==> src/include/tsn_map.vh <==
/*
 Constants of the touch switch notifier.
 Assumes a 200 MHz clock and byte addresses.
*/
`ifndef TSN_MAP_VH
`define TSN_MAP_VH

// ----------------------------------------------------------------------
// Clock and timing
// ----------------------------------------------------------------------
`define TSN_CLK_KHZ 200000
`define TSN_BLINK_HALF_MS 500
`define TSN_STROBE_HOLD_US 1

// ----------------------------------------------------------------------
// Register offsets (byte addresses)
// ----------------------------------------------------------------------
`define TSN_REG_CTRL 8'h00
`define TSN_REG_STAT 8'h04
`define TSN_REG_MASK 8'h08
`define TSN_REG_NSTATE 8'h0c
`define TSN_REG_SAREA 8'h10
`define TSN_REGION_CFG 2'h1
`define TSN_REGION_SNAP 2'h2

// ----------------------------------------------------------------------
// Control and status bits
// ----------------------------------------------------------------------
`define TSN_CTRL_PEER 0
`define TSN_CTRL_EN 1
`define TSN_CTRL_RST 2'h0
`define TSN_ST_SW 0
`define TSN_ST_NUM 1
`define TSN_ST_GONE 2

// ----------------------------------------------------------------------
// Per switch configuration word
// ----------------------------------------------------------------------
`define TSN_CFG_TYPE_LSB 0
`define TSN_CFG_BLINK 2
`define TSN_CFG_DMEM 3
`define TSN_CFG_BIT_LSB 4
`define TSN_CFG_WADDR_LSB 8
`define TSN_TYPE_MOM 2'h0
`define TSN_TYPE_ALT 2'h1
`define TSN_TYPE_SET 2'h2
`define TSN_TYPE_RST 2'h3

// ----------------------------------------------------------------------
// Status notify area layout
// ----------------------------------------------------------------------
`define TSN_SA_STROBE_OFS 16'h0000
`define TSN_SA_ENTRY_OFS 16'h0001
`define TSN_STROBE_BIT 4'h3
`define TSN_WORD_ALL 16'hffff
`define TSN_WORD_NONE 16'h0000
`define TSN_BIT_ONE 16'h0001

`endif

==> src/rtl/tsn_snap_mem.v <==
/*
 Snapshot memory: one display-time word per switch.
 Assumes one clock; registered read data.
*/
`timescale 1ns/1ps
module tsn_snap_mem #(
   parameter DEPTH = 16,
   parameter AW = 4,
   parameter DW = 16
) (
   clk,
   we,
   waddr,
   wdata,
   raddr,
   rdata
);
   input wire clk;
   input wire we;
   input wire [AW-1:0] waddr;
   input wire [DW-1:0] wdata;
   input wire [AW-1:0] raddr;
   output reg [DW-1:0] rdata;

   reg [DW-1:0] mem_q [0:DEPTH-1];

   // Write port and registered read port
   always @(posedge clk)
   begin
      if (we)
      begin
         mem_q[waddr] <= wdata;
      end
      rdata <= mem_q[raddr];
   end
endmodule // tsn_snap_mem

==> src/rtl/tsn_top.v <==
/*
 Touch switch notifier: lamps, switch notices, numeral entry notices.
 Assumes a write port acked by mem_wr_ack, inputs synchronous to clk.
*/
// Decided for this implementation: the Avalon-MM register port and the address map.
//
// Function
// - Lamp shows unlit for control bit 0, lit or flashing for bit 1.
// - Per switch attribute picks steady or blinking light.
// - A press updates the switch notify bit in controller memory unaided.
// - Momentary: bit follows press; alternate: each press inverts the bit.
// - Set type: press drives bit to 1, stays after release.
// - Reset type: press drives bit to 0, stays after release.
// - Momentary in word mode writes whole word, other bits cleared.
// - Other types in word mode write word built from display-time snapshot.
// - Peer link outside data memory: single bit write, other bits kept.
// - Screen change while momentary held notifies off; word mode clears word.
// - Numeral entry sets the strobe flag in the status notify area.
// - Updated table entry number is written to the status entry word.
// - Entry word holds number 000 to 999 as three BCD digits.
// - Strobe flag returns to 0 after being delivered.
`timescale 1ns/1ps
`include "tsn_map.vh"
module tsn_top #(
   parameter NSW = 16,
   parameter SWW = 4,
   parameter BLINK_HALF = `TSN_BLINK_HALF_MS * `TSN_CLK_KHZ,
   parameter STROBE_HOLD = (`TSN_STROBE_HOLD_US * `TSN_CLK_KHZ + 999) / 1000
) (
   clk,
   nrst,
   avs_address,
   avs_read,
   avs_write,
   avs_writedata,
   avs_readdata,
   avs_waitrequest,
   irq,
   sw_press,
   screen_change,
   num_entry,
   num_entry_idx,
   lamp_bits,
   lamp_out,
   mem_wr_req,
   mem_wr_addr,
   mem_wr_data,
   mem_wr_mask,
   mem_wr_ack
);
   input wire clk;
   input wire nrst;
   input wire [7:0] avs_address;
   input wire avs_read;
   input wire avs_write;
   input wire [31:0] avs_writedata;
   output reg [31:0] avs_readdata;
   output wire avs_waitrequest;
   output wire irq;
   input wire [NSW-1:0] sw_press;
   input wire screen_change;
   input wire num_entry;
   input wire [9:0] num_entry_idx;
   input wire [NSW-1:0] lamp_bits;
   output reg [NSW-1:0] lamp_out;
   output reg mem_wr_req;
   output reg [15:0] mem_wr_addr;
   output reg [15:0] mem_wr_data;
   output reg [15:0] mem_wr_mask;
   input wire mem_wr_ack;

   localparam S_IDLE = 3'h0;
   localparam S_SW_RD = 3'h1;
   localparam S_SW_WR = 3'h2;
   localparam S_NUM_ENT = 3'h3;
   localparam S_NUM_SET = 3'h4;
   localparam S_NUM_HOLD = 3'h5;
   localparam S_NUM_CLR = 3'h6;

   // ----------------------------------------------------------------------
   // Declarations
   // ----------------------------------------------------------------------
   reg [1:0] ctrl_q;
   reg [2:0] stat_q;
   reg [2:0] mask_q;
   reg [15:0] sarea_q;
   reg [23:0] cfg_q [0:NSW-1];
   reg [NSW-1:0] sw_prev_q;
   reg [NSW-1:0] pend_q;
   reg [NSW-1:0] gone_q;
   reg [NSW-1:0] cur_q;
   reg [2:0] state_q;
   reg [SWW-1:0] sel_q;
   reg sel_val_q;
   reg num_pend_q;
   reg [11:0] entry_q;
   reg [31:0] hold_q;
   reg [31:0] blink_cnt_q;
   reg blink_ph_q;
   reg rd_ok_q;
   reg [NSW-1:0] pend_set;
   reg [NSW-1:0] pend_clr;
   reg [NSW-1:0] gone_set;
   reg pick_any;
   reg [SWW-1:0] pick_idx;
   reg pick_val;
   reg [2:0] st_set;
   integer k;
   wire en = ctrl_q[`TSN_CTRL_EN];
   wire peer = ctrl_q[`TSN_CTRL_PEER];
   wire [1:0] region = avs_address[7:6];
   wire [SWW-1:0] avs_idx = avs_address[SWW+1:2];
   wire snap_sel = (region == `TSN_REGION_SNAP);
   wire fsm_mem = (state_q == S_IDLE) && pick_any && !num_pend_q;
   wire [15:0] snap_rdata;
   wire [23:0] sel_cfg = cfg_q[sel_q];
   wire [1:0] sel_type = sel_cfg[`TSN_CFG_TYPE_LSB+1:`TSN_CFG_TYPE_LSB];
   wire [3:0] sel_bit = sel_cfg[`TSN_CFG_BIT_LSB+3:`TSN_CFG_BIT_LSB];
   wire [15:0] sel_m = `TSN_BIT_ONE << sel_bit;
   wire sel_word = !peer || sel_cfg[`TSN_CFG_DMEM];
   wire [15:0] strobe_m = `TSN_BIT_ONE << `TSN_STROBE_BIT;

   // Binary to three BCD digits by shift and add
   function [11:0] to_bcd;
      input [9:0] bin;
      reg [21:0] sh;
      integer i;
      begin
         sh = {12'h000, bin};
         for (i = 0; i < 10; i = i + 1)
         begin
            if (sh[13:10] > 4'h4)
               sh[13:10] = sh[13:10] + 4'h3;
            if (sh[17:14] > 4'h4)
               sh[17:14] = sh[17:14] + 4'h3;
            if (sh[21:18] > 4'h4)
               sh[21:18] = sh[21:18] + 4'h3;
            sh = {sh[20:0], 1'b0};
         end
         to_bcd = sh[21:10];
      end
   endfunction

   // ----------------------------------------------------------------------
   // Snapshot memory
   // ----------------------------------------------------------------------
   tsn_snap_mem #(
      .DEPTH(NSW),
      .AW(SWW),
      .DW(16)
   ) u_snap (
      .clk(clk),
      .we(avs_write && snap_sel),
      .waddr(avs_idx),
      .wdata(avs_writedata[15:0]),
      .raddr(fsm_mem ? pick_idx : avs_idx),
      .rdata(snap_rdata)
   );

   // ----------------------------------------------------------------------
   // Switch event capture
   // ----------------------------------------------------------------------
   genvar g;
   generate
      for (g = 0; g < NSW; g = g + 1)
      begin : g_sw
         wire [1:0] typ = cfg_q[g][`TSN_CFG_TYPE_LSB+1:`TSN_CFG_TYPE_LSB];
         wire mom = (typ == `TSN_TYPE_MOM);
         wire press_ev = sw_press[g] && !sw_prev_q[g];
         wire rel_ev = !sw_press[g] && sw_prev_q[g];
         wire lamp_lit = lamp_bits[g] && (!cfg_q[g][`TSN_CFG_BLINK] || blink_ph_q);

         // Pending notice per switch, set beats clear
         always @*
         begin
            gone_set[g] = screen_change && sw_press[g] && mom;
            pend_set[g] = en && (press_ev || gone_set[g] || (mom && rel_ev && !gone_q[g]));
         end

         // Edge memory, held-across-screen flag, pending flag and lamp
         always @(posedge clk)
         begin
            if (!nrst)
            begin
               sw_prev_q[g] <= 1'b0;
               gone_q[g] <= 1'b0;
               pend_q[g] <= 1'b0;
               lamp_out[g] <= 1'b0;
               cfg_q[g] <= 24'h000000;
            end
            else
            begin
               sw_prev_q[g] <= sw_press[g];
               if (gone_set[g])
                  gone_q[g] <= 1'b1;
               else if (rel_ev)
                  gone_q[g] <= 1'b0;
               pend_q[g] <= (pend_q[g] && !pend_clr[g]) || pend_set[g];
               lamp_out[g] <= lamp_lit;
               if (avs_write && region == `TSN_REGION_CFG && avs_idx == g)
                  cfg_q[g] <= avs_writedata[23:0];
            end
         end
      end
   endgenerate

   // Lowest pending switch and its new notify value
   always @*
   begin
      pick_any = 1'b0;
      pick_idx = {SWW{1'b0}};
      for (k = NSW - 1; k >= 0; k = k - 1)
      begin
         if (pend_q[k])
         begin
            pick_any = 1'b1;
            pick_idx = k[SWW-1:0];
         end
      end
      case (cfg_q[pick_idx][`TSN_CFG_TYPE_LSB+1:`TSN_CFG_TYPE_LSB])
         `TSN_TYPE_MOM: pick_val = sw_press[pick_idx] && !gone_q[pick_idx] && !screen_change;
         `TSN_TYPE_ALT: pick_val = !cur_q[pick_idx];
         `TSN_TYPE_SET: pick_val = 1'b1;
         default: pick_val = 1'b0;
      endcase
      pend_clr = {NSW{1'b0}};
      if (fsm_mem)
         pend_clr[pick_idx] = 1'b1;
   end

   // ----------------------------------------------------------------------
   // Notification sequencer
   // ----------------------------------------------------------------------
   always @(posedge clk)
   begin
      if (!nrst)
      begin
         state_q <= S_IDLE;
         sel_q <= {SWW{1'b0}};
         sel_val_q <= 1'b0;
         cur_q <= {NSW{1'b0}};
         num_pend_q <= 1'b0;
         entry_q <= 12'h000;
         hold_q <= 32'h00000000;
         mem_wr_req <= 1'b0;
         mem_wr_addr <= 16'h0000;
         mem_wr_data <= 16'h0000;
         mem_wr_mask <= 16'h0000;
      end
      else
      begin
         if (en && num_entry)
         begin
            num_pend_q <= 1'b1;
            entry_q <= to_bcd(num_entry_idx);
         end
         case (state_q)
            S_IDLE:
            begin
               if (num_pend_q)
               begin
                  if (!(en && num_entry))
                     num_pend_q <= 1'b0;
                  mem_wr_req <= 1'b1;
                  mem_wr_addr <= sarea_q + `TSN_SA_ENTRY_OFS;
                  mem_wr_data <= {4'h0, entry_q};
                  mem_wr_mask <= `TSN_WORD_ALL;
                  state_q <= S_NUM_ENT;
               end
               else if (pick_any)
               begin
                  sel_q <= pick_idx;
                  sel_val_q <= pick_val;
                  cur_q[pick_idx] <= pick_val;
                  state_q <= S_SW_RD;
               end
            end
            S_SW_RD:
            begin
               mem_wr_req <= 1'b1;
               mem_wr_addr <= sel_cfg[`TSN_CFG_WADDR_LSB+15:`TSN_CFG_WADDR_LSB];
               if (!sel_word)
               begin
                  mem_wr_data <= sel_val_q ? sel_m : `TSN_WORD_NONE;
                  mem_wr_mask <= sel_m;
               end
               else if (sel_type == `TSN_TYPE_MOM)
               begin
                  mem_wr_data <= sel_val_q ? sel_m : `TSN_WORD_NONE;
                  mem_wr_mask <= `TSN_WORD_ALL;
               end
               else
               begin
                  mem_wr_data <= sel_val_q ? (snap_rdata | sel_m) : (snap_rdata & ~sel_m);
                  mem_wr_mask <= `TSN_WORD_ALL;
               end
               state_q <= S_SW_WR;
            end
            S_SW_WR:
            begin
               if (mem_wr_ack)
               begin
                  mem_wr_req <= 1'b0;
                  state_q <= S_IDLE;
               end
            end
            S_NUM_ENT:
            begin
               if (mem_wr_ack)
               begin
                  mem_wr_req <= 1'b0;
                  mem_wr_addr <= sarea_q + `TSN_SA_STROBE_OFS;
                  mem_wr_data <= strobe_m;
                  mem_wr_mask <= strobe_m;
                  state_q <= S_NUM_SET;
               end
            end
            S_NUM_SET:
            begin
               if (mem_wr_ack)
               begin
                  mem_wr_req <= 1'b0;
                  hold_q <= 32'h00000000;
                  state_q <= S_NUM_HOLD;
               end
               else
                  mem_wr_req <= 1'b1;
            end
            S_NUM_HOLD:
            begin
               // Hold the flag so the controller sees its edge
               hold_q <= hold_q + 32'h00000001;
               if (hold_q >= STROBE_HOLD - 1)
               begin
                  mem_wr_req <= 1'b1;
                  mem_wr_data <= `TSN_WORD_NONE;
                  state_q <= S_NUM_CLR;
               end
            end
            S_NUM_CLR:
            begin
               if (mem_wr_ack)
               begin
                  mem_wr_req <= 1'b0;
                  state_q <= S_IDLE;
               end
            end
            default: state_q <= S_IDLE;
         endcase
      end
   end

   // ----------------------------------------------------------------------
   // Blink divider
   // ----------------------------------------------------------------------
   always @(posedge clk)
   begin
      if (!nrst)
      begin
         blink_cnt_q <= 32'h00000000;
         blink_ph_q <= 1'b0;
      end
      else if (blink_cnt_q >= BLINK_HALF - 1)
      begin
         blink_cnt_q <= 32'h00000000;
         blink_ph_q <= !blink_ph_q;
      end
      else
         blink_cnt_q <= blink_cnt_q + 32'h00000001;
   end

   // ----------------------------------------------------------------------
   // Register bus and interrupt
   // ----------------------------------------------------------------------
   assign avs_waitrequest = avs_read && !rd_ok_q;
   assign irq = |(stat_q & mask_q);

   // Interrupt events from completed writes and forced off notices
   always @*
   begin
      st_set = 3'h0;
      st_set[`TSN_ST_SW] = (state_q == S_SW_WR) && mem_wr_ack;
      st_set[`TSN_ST_NUM] = (state_q == S_NUM_SET) && mem_wr_ack;
      st_set[`TSN_ST_GONE] = |gone_set;
   end

   // Register writes, sticky status, read data capture
   always @(posedge clk)
   begin
      if (!nrst)
      begin
         ctrl_q <= `TSN_CTRL_RST;
         stat_q <= 3'h0;
         mask_q <= 3'h0;
         sarea_q <= 16'h0000;
         rd_ok_q <= 1'b0;
         avs_readdata <= 32'h00000000;
      end
      else
      begin
         if (avs_write && avs_address == `TSN_REG_STAT)
            stat_q <= (stat_q & ~avs_writedata[2:0]) | st_set;
         else
            stat_q <= stat_q | st_set;
         if (avs_write && avs_address == `TSN_REG_CTRL)
            ctrl_q <= avs_writedata[1:0];
         if (avs_write && avs_address == `TSN_REG_MASK)
            mask_q <= avs_writedata[2:0];
         if (avs_write && avs_address == `TSN_REG_SAREA)
            sarea_q <= avs_writedata[15:0];
         rd_ok_q <= avs_read && !rd_ok_q && !(snap_sel && fsm_mem);
         if (avs_read && !rd_ok_q)
         begin
            case (avs_address)
               `TSN_REG_CTRL: avs_readdata <= {30'h00000000, ctrl_q};
               `TSN_REG_STAT: avs_readdata <= {29'h00000000, stat_q};
               `TSN_REG_MASK: avs_readdata <= {29'h00000000, mask_q};
               `TSN_REG_NSTATE: avs_readdata <= {{(32-NSW){1'b0}}, cur_q};
               `TSN_REG_SAREA: avs_readdata <= {16'h0000, sarea_q};
               default:
               begin
                  if (region == `TSN_REGION_CFG)
                     avs_readdata <= {8'h00, cfg_q[avs_idx]};
                  else
                     avs_readdata <= 32'h00000000;
               end
            endcase
         end
         else if (rd_ok_q && snap_sel)
            avs_readdata <= 32'h00000000;
      end
   end
endmodule // tsn_top

==> config.mk <==
export PLATFORM = sky130hd
export DESIGN_NAME = tsn_top
export DESIGN_NICKNAME = d
export VERILOG_FILES = /design/src/rtl/tsn_snap_mem.v /design/src/rtl/tsn_top.v
export VERILOG_INCLUDE_DIRS = /design/src /design/src/include
export SDC_FILE = /design/constraint.sdc
export NUM_CORES = 2
export LEC_CHECK = 0
export BUFFER_PORTS_ARGS = -buffer_cell sky130_fd_sc_hd__buf_4
export CAP_MARGIN = 40
export CORE_UTILIZATION = 40
export CTS_CLUSTER_SIZE = 25
export DETAILED_ROUTE_END_ITERATION = 10
export HOLD_SLACK_MARGIN = 0.15
export SLEW_MARGIN = 10
export SYNTH_ARGS = -nofsm -noshare
export SYNTH_HDL_FRONTEND = slang
export SYNTH_SLANG_ARGS = --single-unit
==> constraint.sdc <==
create_clock -name clk -period 12.1 [get_ports clk]
set_clock_uncertainty 0.2 [all_clocks]
set_input_delay 2.42 -clock clk [delete_from_list [all_inputs] [get_ports clk]]
set_output_delay 2.42 -clock clk [all_outputs]
set_load 0.05 [all_outputs]
# Word-level counts from Yosys, hierarchy flattened
# Memories as Yosys holds them, arrays and structs flattened. A register that Yosys moved wholly into a read port is not among the register bits.
# Index checks and enable logic that the tools add are counted.
[word_totals] mem_bits_rw=640 n_memories=2 regBits=272 out_inout_bits=99
[mem_list] memory="cfg_q" words=16 width=24 read_ports=19 rd_ports_with_merged_regs=1 write_ports=16 line="tsn_top.v:87" rtl="reg [23:0] cfg_q [0:NSW-1];"
[mem_list] memory="u_snap.mem_q" words=16 width=16 read_ports=1 rd_ports_with_merged_regs=1 write_ports=1 line="tsn_snap_mem.v:25" rtl="reg [DW-1:0] mem_q [0:DEPTH-1];"
[op_classes] n_mux=212 addsub=15 order_cmp=16 eq_ne=36 n_shift=1 bitwise_logic=26 reduce_logical=384
[op_table] op="2-to-1 mux 24 bit" n=17
[op_table] op="2-to-1 mux 16 bit" n=12
[op_table] op="2-to-1 mux 4 bit" n=48
[op_table] op="logical AND 1 bit" n=178
[op_table] op="one-hot mux 24 bit (5 select lines)" n=1
[op_table] op="2-to-1 mux 1 bit" n=111
[op_table] op="2-to-1 mux 32 bit" n=3
[op_table] op="one-hot mux 16 bit (3 select lines)" n=2
[op_table] op="zero test 1 bit" n=88
[op_table] op="logical OR 1 bit" n=65
[op_table] op="adder 32 x 1 -> 32 bit (second input constant)" n=2
[op_table] op="one-hot mux 16 bit (4 select lines)" n=1
[op_table] op="one-hot mux 32 bit (2 select lines)" n=1
[op_table] op="adder 4 x 2 -> 4 bit (second input constant)" n=9
[op_table] op="greater-than comparator 4 x 3 -> 1 bit (second input constant)" n=9
[op_table] op="zero test 2 bit" n=18
[op_table] op="nonzero test 2 bit" n=18
[op_table] op="equality test 4 bit (second input constant)" n=8
[op_table] op=">= comparator 32 x 27 -> 1 bit (second input constant)" n=1
[op_table] op=">= comparator 32 x 8 -> 1 bit (second input constant)" n=1
[op_table] op="2-to-1 mux 3 bit" n=8
[op_table] op="one-hot mux 3 bit (6 select lines)" n=1
[op_table] op="adder 16 x 1 -> 16 bit (second input constant)" n=1
[op_table] op="AND 16 bit" n=1
[op_table] op="45 further kinds" n=86

# Logic depth before layout (Yosys ltp)
[logic_depth] depth_word=26 depth_mapped=31 ltp_nobuf=27

# By module
# A second synthesis with hierarchy kept.
[unflattened] cells_unflattened=3497 area_unflattened_um2=44277.5
[by_module_without_submodules] mod="tsn_top" instances=1 area_per_inst_um2=34235.3 cells_per_inst=3065
[by_module_without_submodules] mod="tsn_snap_mem" instances=1 area_per_inst_um2=10042.1 cells_per_inst=432

# Least setup slack after synthesis
# OpenSTA, ideal clock, no wires.
[synth_path] path_kind="input to register" startpoint="in num_entry_idx[7]" endpoint="reg entry_q[5]" setup_slack_ps=4548 setup_time_ps=74 t_required_ps=11826 path_stages=29 n_path_buf=4 arrival_ps=7278 cell_sequence="buf_6 -> inv_1 -> ha_1 -> inv_1 -> ha_1 -> buf_4 -> nor3b_1 -> o31a_1 -> or2_1 -> buf_2 -> o21ai_1 -> nor2_1 -> a211oi_1 -> ha_1 -> o211ai_1 -> a21o_1 -> o22ai_1 -> or2_1 -> and3_1 -> a311o_1 -> buf_2 -> nor2_1 -> a21oi_1 -> ha_1 -> inv_1 -> o21ai_0 -> a21boi_0 -> or3_1 -> a31oi_1"
[synth_via] elab_chain_cells=26 word_cells_on_any_way=48
[synth_lines] item="from (decl)" line="tsn_top.v:63" rtl="input wire [9:0] num_entry_idx;"
[synth_lines] item="adder 3 x 2 -> 4 bit / greater-than comparator 3 bit (equally long branches)" line="tsn_top.v:133, tsn_top.v:132"
[synth_lines] item="2-to-1 mux 4 bit (*)" line="tsn_top.v:132" rtl="if (sh[13:10] > 4'h4)"
[synth_lines] item="2-to-1 mux 4 bit (*)" line="tsn_top.v:252" rtl="if (en && num_entry)"
[synth_lines] item="2-to-1 mux 4 bit (*)" line="tsn_top.v:236" rtl="if (!nrst)"
[synth_lines] item="adder 4 x 2 -> 4 bit / greater-than comparator 4 x 3 -> 1 bit (equally long branches)" line="tsn_top.v:133, tsn_top.v:132"
[synth_lines] item="2-to-1 mux 4 bit" line="tsn_top.v:132"
[synth_lines] item="2-to-1 mux 4 bit" line="tsn_top.v:252"
[synth_lines] item="2-to-1 mux 4 bit" line="tsn_top.v:236"
[synth_lines] item="[10 not listed]"
[synth_lines] item="2-to-1 mux 4 bit" line="tsn_top.v:252"
[synth_lines] item="2-to-1 mux 4 bit" line="tsn_top.v:236"
[synth_lines] item="adder 4 x 2 -> 4 bit, or another cell as far along" line="tsn_top.v:133" rtl="sh[13:10] = sh[13:10] + 4'h3;"
[synth_lines] item="2-to-1 mux 4 bit (on tied branches)" line="tsn_top.v:132, tsn_top.v:134"
[synth_lines] item="2-to-1 mux 4 bit" line="tsn_top.v:252"
[synth_lines] item="2-to-1 mux 4 bit" line="tsn_top.v:236"
[synth_lines] item="adder 4 x 2 -> 4 bit / greater-than comparator 4 x 3 -> 1 bit (equally long branches)" line="tsn_top.v:135, tsn_top.v:134"
[synth_lines] item="2-to-1 mux 4 bit (*)" line="tsn_top.v:134" rtl="if (sh[17:14] > 4'h4)"
[synth_lines] item="to (signal assigned)" line="tsn_top.v:255" rtl="entry_q <= to_bcd(num_entry_idx);"
[synth_lines] item="to (decl)" line="tsn_top.v:96" rtl="reg [11:0] entry_q;"
# Every way passes the cells marked *; elsewhere a longest branch is shown, timed or not. The select of a mux whose other input is x is not followed.
# A chain may end at the register's enable or synchronous reset.

# Worst setup path in the final report
[layout_path] startpoint="in num_entry_idx[7]" endpoint="reg entry_q[10]"
[layout_via] elab_chain_cells=26 word_cells_on_any_way=43
[layout_lines] item="adder 3 x 2 -> 4 bit / greater-than comparator 3 bit (equally long branches)" line="tsn_top.v:133, tsn_top.v:132"
[layout_lines] item="2-to-1 mux 4 bit (*)" line="tsn_top.v:132"
[layout_lines] item="2-to-1 mux 4 bit (*)" line="tsn_top.v:252"
[layout_lines] item="2-to-1 mux 4 bit (*)" line="tsn_top.v:236"
[layout_lines] item="adder 4 x 2 -> 4 bit / greater-than comparator 4 x 3 -> 1 bit (equally long branches)" line="tsn_top.v:133, tsn_top.v:132"
[layout_lines] item="2-to-1 mux 4 bit" line="tsn_top.v:132"
[layout_lines] item="2-to-1 mux 4 bit" line="tsn_top.v:252"
[layout_lines] item="2-to-1 mux 4 bit" line="tsn_top.v:236"
[layout_lines] item="[10 not listed]"
[layout_lines] item="2-to-1 mux 4 bit" line="tsn_top.v:252"
[layout_lines] item="2-to-1 mux 4 bit" line="tsn_top.v:236"
[layout_lines] item="adder 4 x 2 -> 4 bit / greater-than comparator 4 x 3 -> 1 bit (equally long branches)" line="tsn_top.v:135, tsn_top.v:134"
[layout_lines] item="2-to-1 mux 4 bit" line="tsn_top.v:134"
[layout_lines] item="2-to-1 mux 4 bit" line="tsn_top.v:252"
[layout_lines] item="2-to-1 mux 4 bit" line="tsn_top.v:236"
[layout_lines] item="adder 3 x 2 -> 3 bit / greater-than comparator 3 bit (equally long branches)" line="tsn_top.v:137, tsn_top.v:136"
[layout_lines] item="2-to-1 mux 3 bit (*)" line="tsn_top.v:136" rtl="if (sh[21:18] > 4'h4)"
# Marks and branches as above.

==> results.md <==
- Syn Std Cell Area: 0.04427 mm²
- Critical R2R Launch: pend_q[14]
- Cell area after placement: 0.04796 mm²
- FMAX: roughly 0.12 GHz
- Reg-to-Reg End: u_snap.rdata[9]
- CP endpoint kind: flop
- Worst Path Required: roughly 12 ns
- Starting Density: around two fifths
- Root buf cell: clkbuf_16
- Final HPWL DP: 88.37 mm
- DR vias: about 30000
- Sink Count: between 900 and 1000
- Final hold viol count: 0
- Worst setup SP type: input pin
- CTS tree: done
- Worst-path fanout max: 13
- DR vias/cell: 5.924
- WL/cell: 26.09 µm
- CP arrival: 8.46 ns
- Pin count of the biggest net entering global routing: 116
- Pwr dens: roughly 150 mW/mm²
- Post-route ant nets: 0
- Worst reg-to-reg setup slack: 6.98 ns
- Netlist cell types: 92
- Hold Path Depth: 1
- Initial antenna violation count: 5
- Unrepaired setup endpoints after global routing: false
- Fin nets: approximately 3700
- Fraction of final layout cells sized beyond drive strength 1: between 20% and 30%
- Tmin final: 8.134 ns
- RD Place Congestion: just over 0.9
- Drt first pass iters: 9
- Core footprint: roughly 0.11 mm²
- Crit path kind: input pin to flop
- Htree depth: 3
- Part of the cycle the worst path needs: 67.22%
- Design area: 0.05126 mm²
- Hold Slack: 0.2489 ns
- Cells on worst reg2reg path: 12
- Starting DRT DRC Count: between 3000 and 4000
- WHS Endpoint: lamp_out[12]
- Worst-path clk slew: roughly 0.060 ns
- Area growth from synthesis to layout: 15.78%
- Hold path startpoint: cfg_q[12][2]
- Vias in the first global route: between 20000 and 30000
- Avg Synthesized Cell Area: approximately 13 µm²
- Hold_buf cts: 0
- Final core area utilization: between 40% and 50%
- Die Height: around 330 µm
- Total CTS buffers: 99
- FF+latch count, synth: about 920
- Synth top area cells: edfxtp_1 43%, mux4_2 15%, dfxtp_1 13%
- TNS Setup: 0 ns
- # IOs: between 150 and 200
- Post-synth EDFFs: 640
- Status: completed
- Leak: roughly 17 nW
- Final setup viols: 0
- Final WL: about 140 mm
- Die footprint: between 0.1 and 0.15 mm²
- Total Routing Usage GR: 23.94%
- Drt drc: 0
- Ys flop type: edfxtp_1
- Max Cap Viol: 0
- First-pass GRT wire length: between 150 and 200 mm
- PortBufs: 171
- Share of the synthesized area in the top cell type: between 40% and 50%
- Clk_lat worst skew: about 0.70 ns
- Synthesized netlist cell count: 3512
- FP Rows: between 100 and 150
- FFs w/ async S/R, synth: 0%
- Cell taking the most area after synthesis: edfxtp_1
- Seq/Total Area, Yosys: about 56%
- Yosys Warn Count: 0
- Grt ovf: 0
- Total chip power: between 7 and 8 mW
- Final slew viol count: 0
- Post-CTS setup buffers: 0
- CTS Buffer Depth: 3
- Worst-Margin Slew: approximately 0.90 ns
- Die width: 334.7 µm
- Hold WC Path Type: flop to flop
- Peak VDD IR: between 0.09 and 0.1 mV
- Max_slew headroom: about 39%
- Resize count post-CTS: 0
-- cell usage in the layout (no fill, tap or decap), drive strengths merged, types with 40 or more instances in the layout --
cell and n:
a211oi 43, a21oi 214, a22oi 40, and2 407, and3 40, buf 262, clkbuf 120, clkinv 49
dfxtp 284, edfxtp 640, inv 45, mux4 293, nand2 249, nand3 82, nor2 320, o21ai 86
-- area by class of cell --
type	instances	area, µm²
flip-flops and latches	924	24910
multi-input cells	2300	18590
clock buffers	120	2646
well taps	1476	1847
clock inverters	66	646.9
diodes	1	2.502
inverters	40	155.1
fillers	9673	58050
repair buffers	262	2459
-- cell families (layout without fill, tap and decap cells) --
kind of cell,count (synthesis),after routing,synth area share (%)
buffers and inverters,300,488,2.705
xor gates and xnor gates,38,38,0.7518
other,1,14,0.008471
muxes,337,337,15.94
adders and majority gates,17,17,0.4805
AOI/OAI and AO/OA,605,605,8.971
DFF,924,924,56.25
and+or+nand+nor,1290,1290,14.89
-- metal layers --
layer | up-vias | global-route usage (%) | share of wire, %
met4 | 6 | 8.831 | 3.9
met1 | 15560 | 32.25 | 40
li1 | 13540 | - | -
met5 | - | 0 | 0.027
met3 | 283 | 4.129 | 8.6
met2 | 1347 | 38.81 | 47
-- critical path: stages --
cell	delay, ns
buf_4	0.13
inv_1	0.07
ha_1	0.23
inv_1	0.06
ha_1	0.39
nor2b_1	0.53
nor3_1	0.20
or2_1	0.39
o21ai_1	0.25
nor2_1	0.08
a211oi_1	0.42
ha_1	0.31
o211ai_1	0.13
a21o_1	0.20
o22ai_1	0.55
nand2b_1	0.19
o21ai_1	0.57
o21ai_0	0.27
xnor2_1	0.27
ha_1	0.23
inv_1	0.05
ha_1	0.23
mux2i_1	0.13
nor2_1	0.10
nor3_1	0.05
-- power by group --
group / leakage (nW) / internal, mW / switching [mW]
logic: 7.42 / 0.399 / 0.775
registers: 8.27 / 3.51 / 0.0922
clock network: 1.62 / 1.78 / 1.30
-- cell usage after synthesis, drive strengths merged, types with 23 or more instances --
cell and instances:
a211oi 43, nor3 26, a22oi 40, mux2i 33
nand2b 34, nand3 82, and2 407, nor2 320
inv 38, nor2b 34, buf 58, clkbuf 202
mux4 293, a21oi 214, edfxtp 640, nand2 249
o21ai 86, o22ai 23, nor4 32, and3 40
dfxtp 284
-- stage by stage --
step,instances,worst slack [ns]
5_1_grt,5188,3.356
3_3_place_gp,4963,3.423
3_5_place_dp,5002,3.402
4_1_cts,5188,4.058
6_report,5189,3.966
2_1_floorplan,3524,4.548
-- worst max-delay path by stage --
stage,from,to,slack [ns],cells past startpoint
after floorplan,num_entry_idx[7],entry_q[5],4.55,29
after global placement,num_entry_idx[7],entry_q[5],3.42,26
after detailed placement,num_entry_idx[7],entry_q[10],3.40,25
after CTS,num_entry_idx[7],entry_q[10],4.06,25
after global routing,num_entry_idx[7],entry_q[5],3.36,26
final,num_entry_idx[7],entry_q[10],3.97,25
-- sequential cells by signal, summed over array words and instances (netlist names), 24 cells and up, named ones only --
name and count:
avs_readdata 24, blink_cnt_q 32, cfg_q 384, hold_q 32, u_snap.mem_q 256
Note: power is estimated with default switching activity, not from simulation.
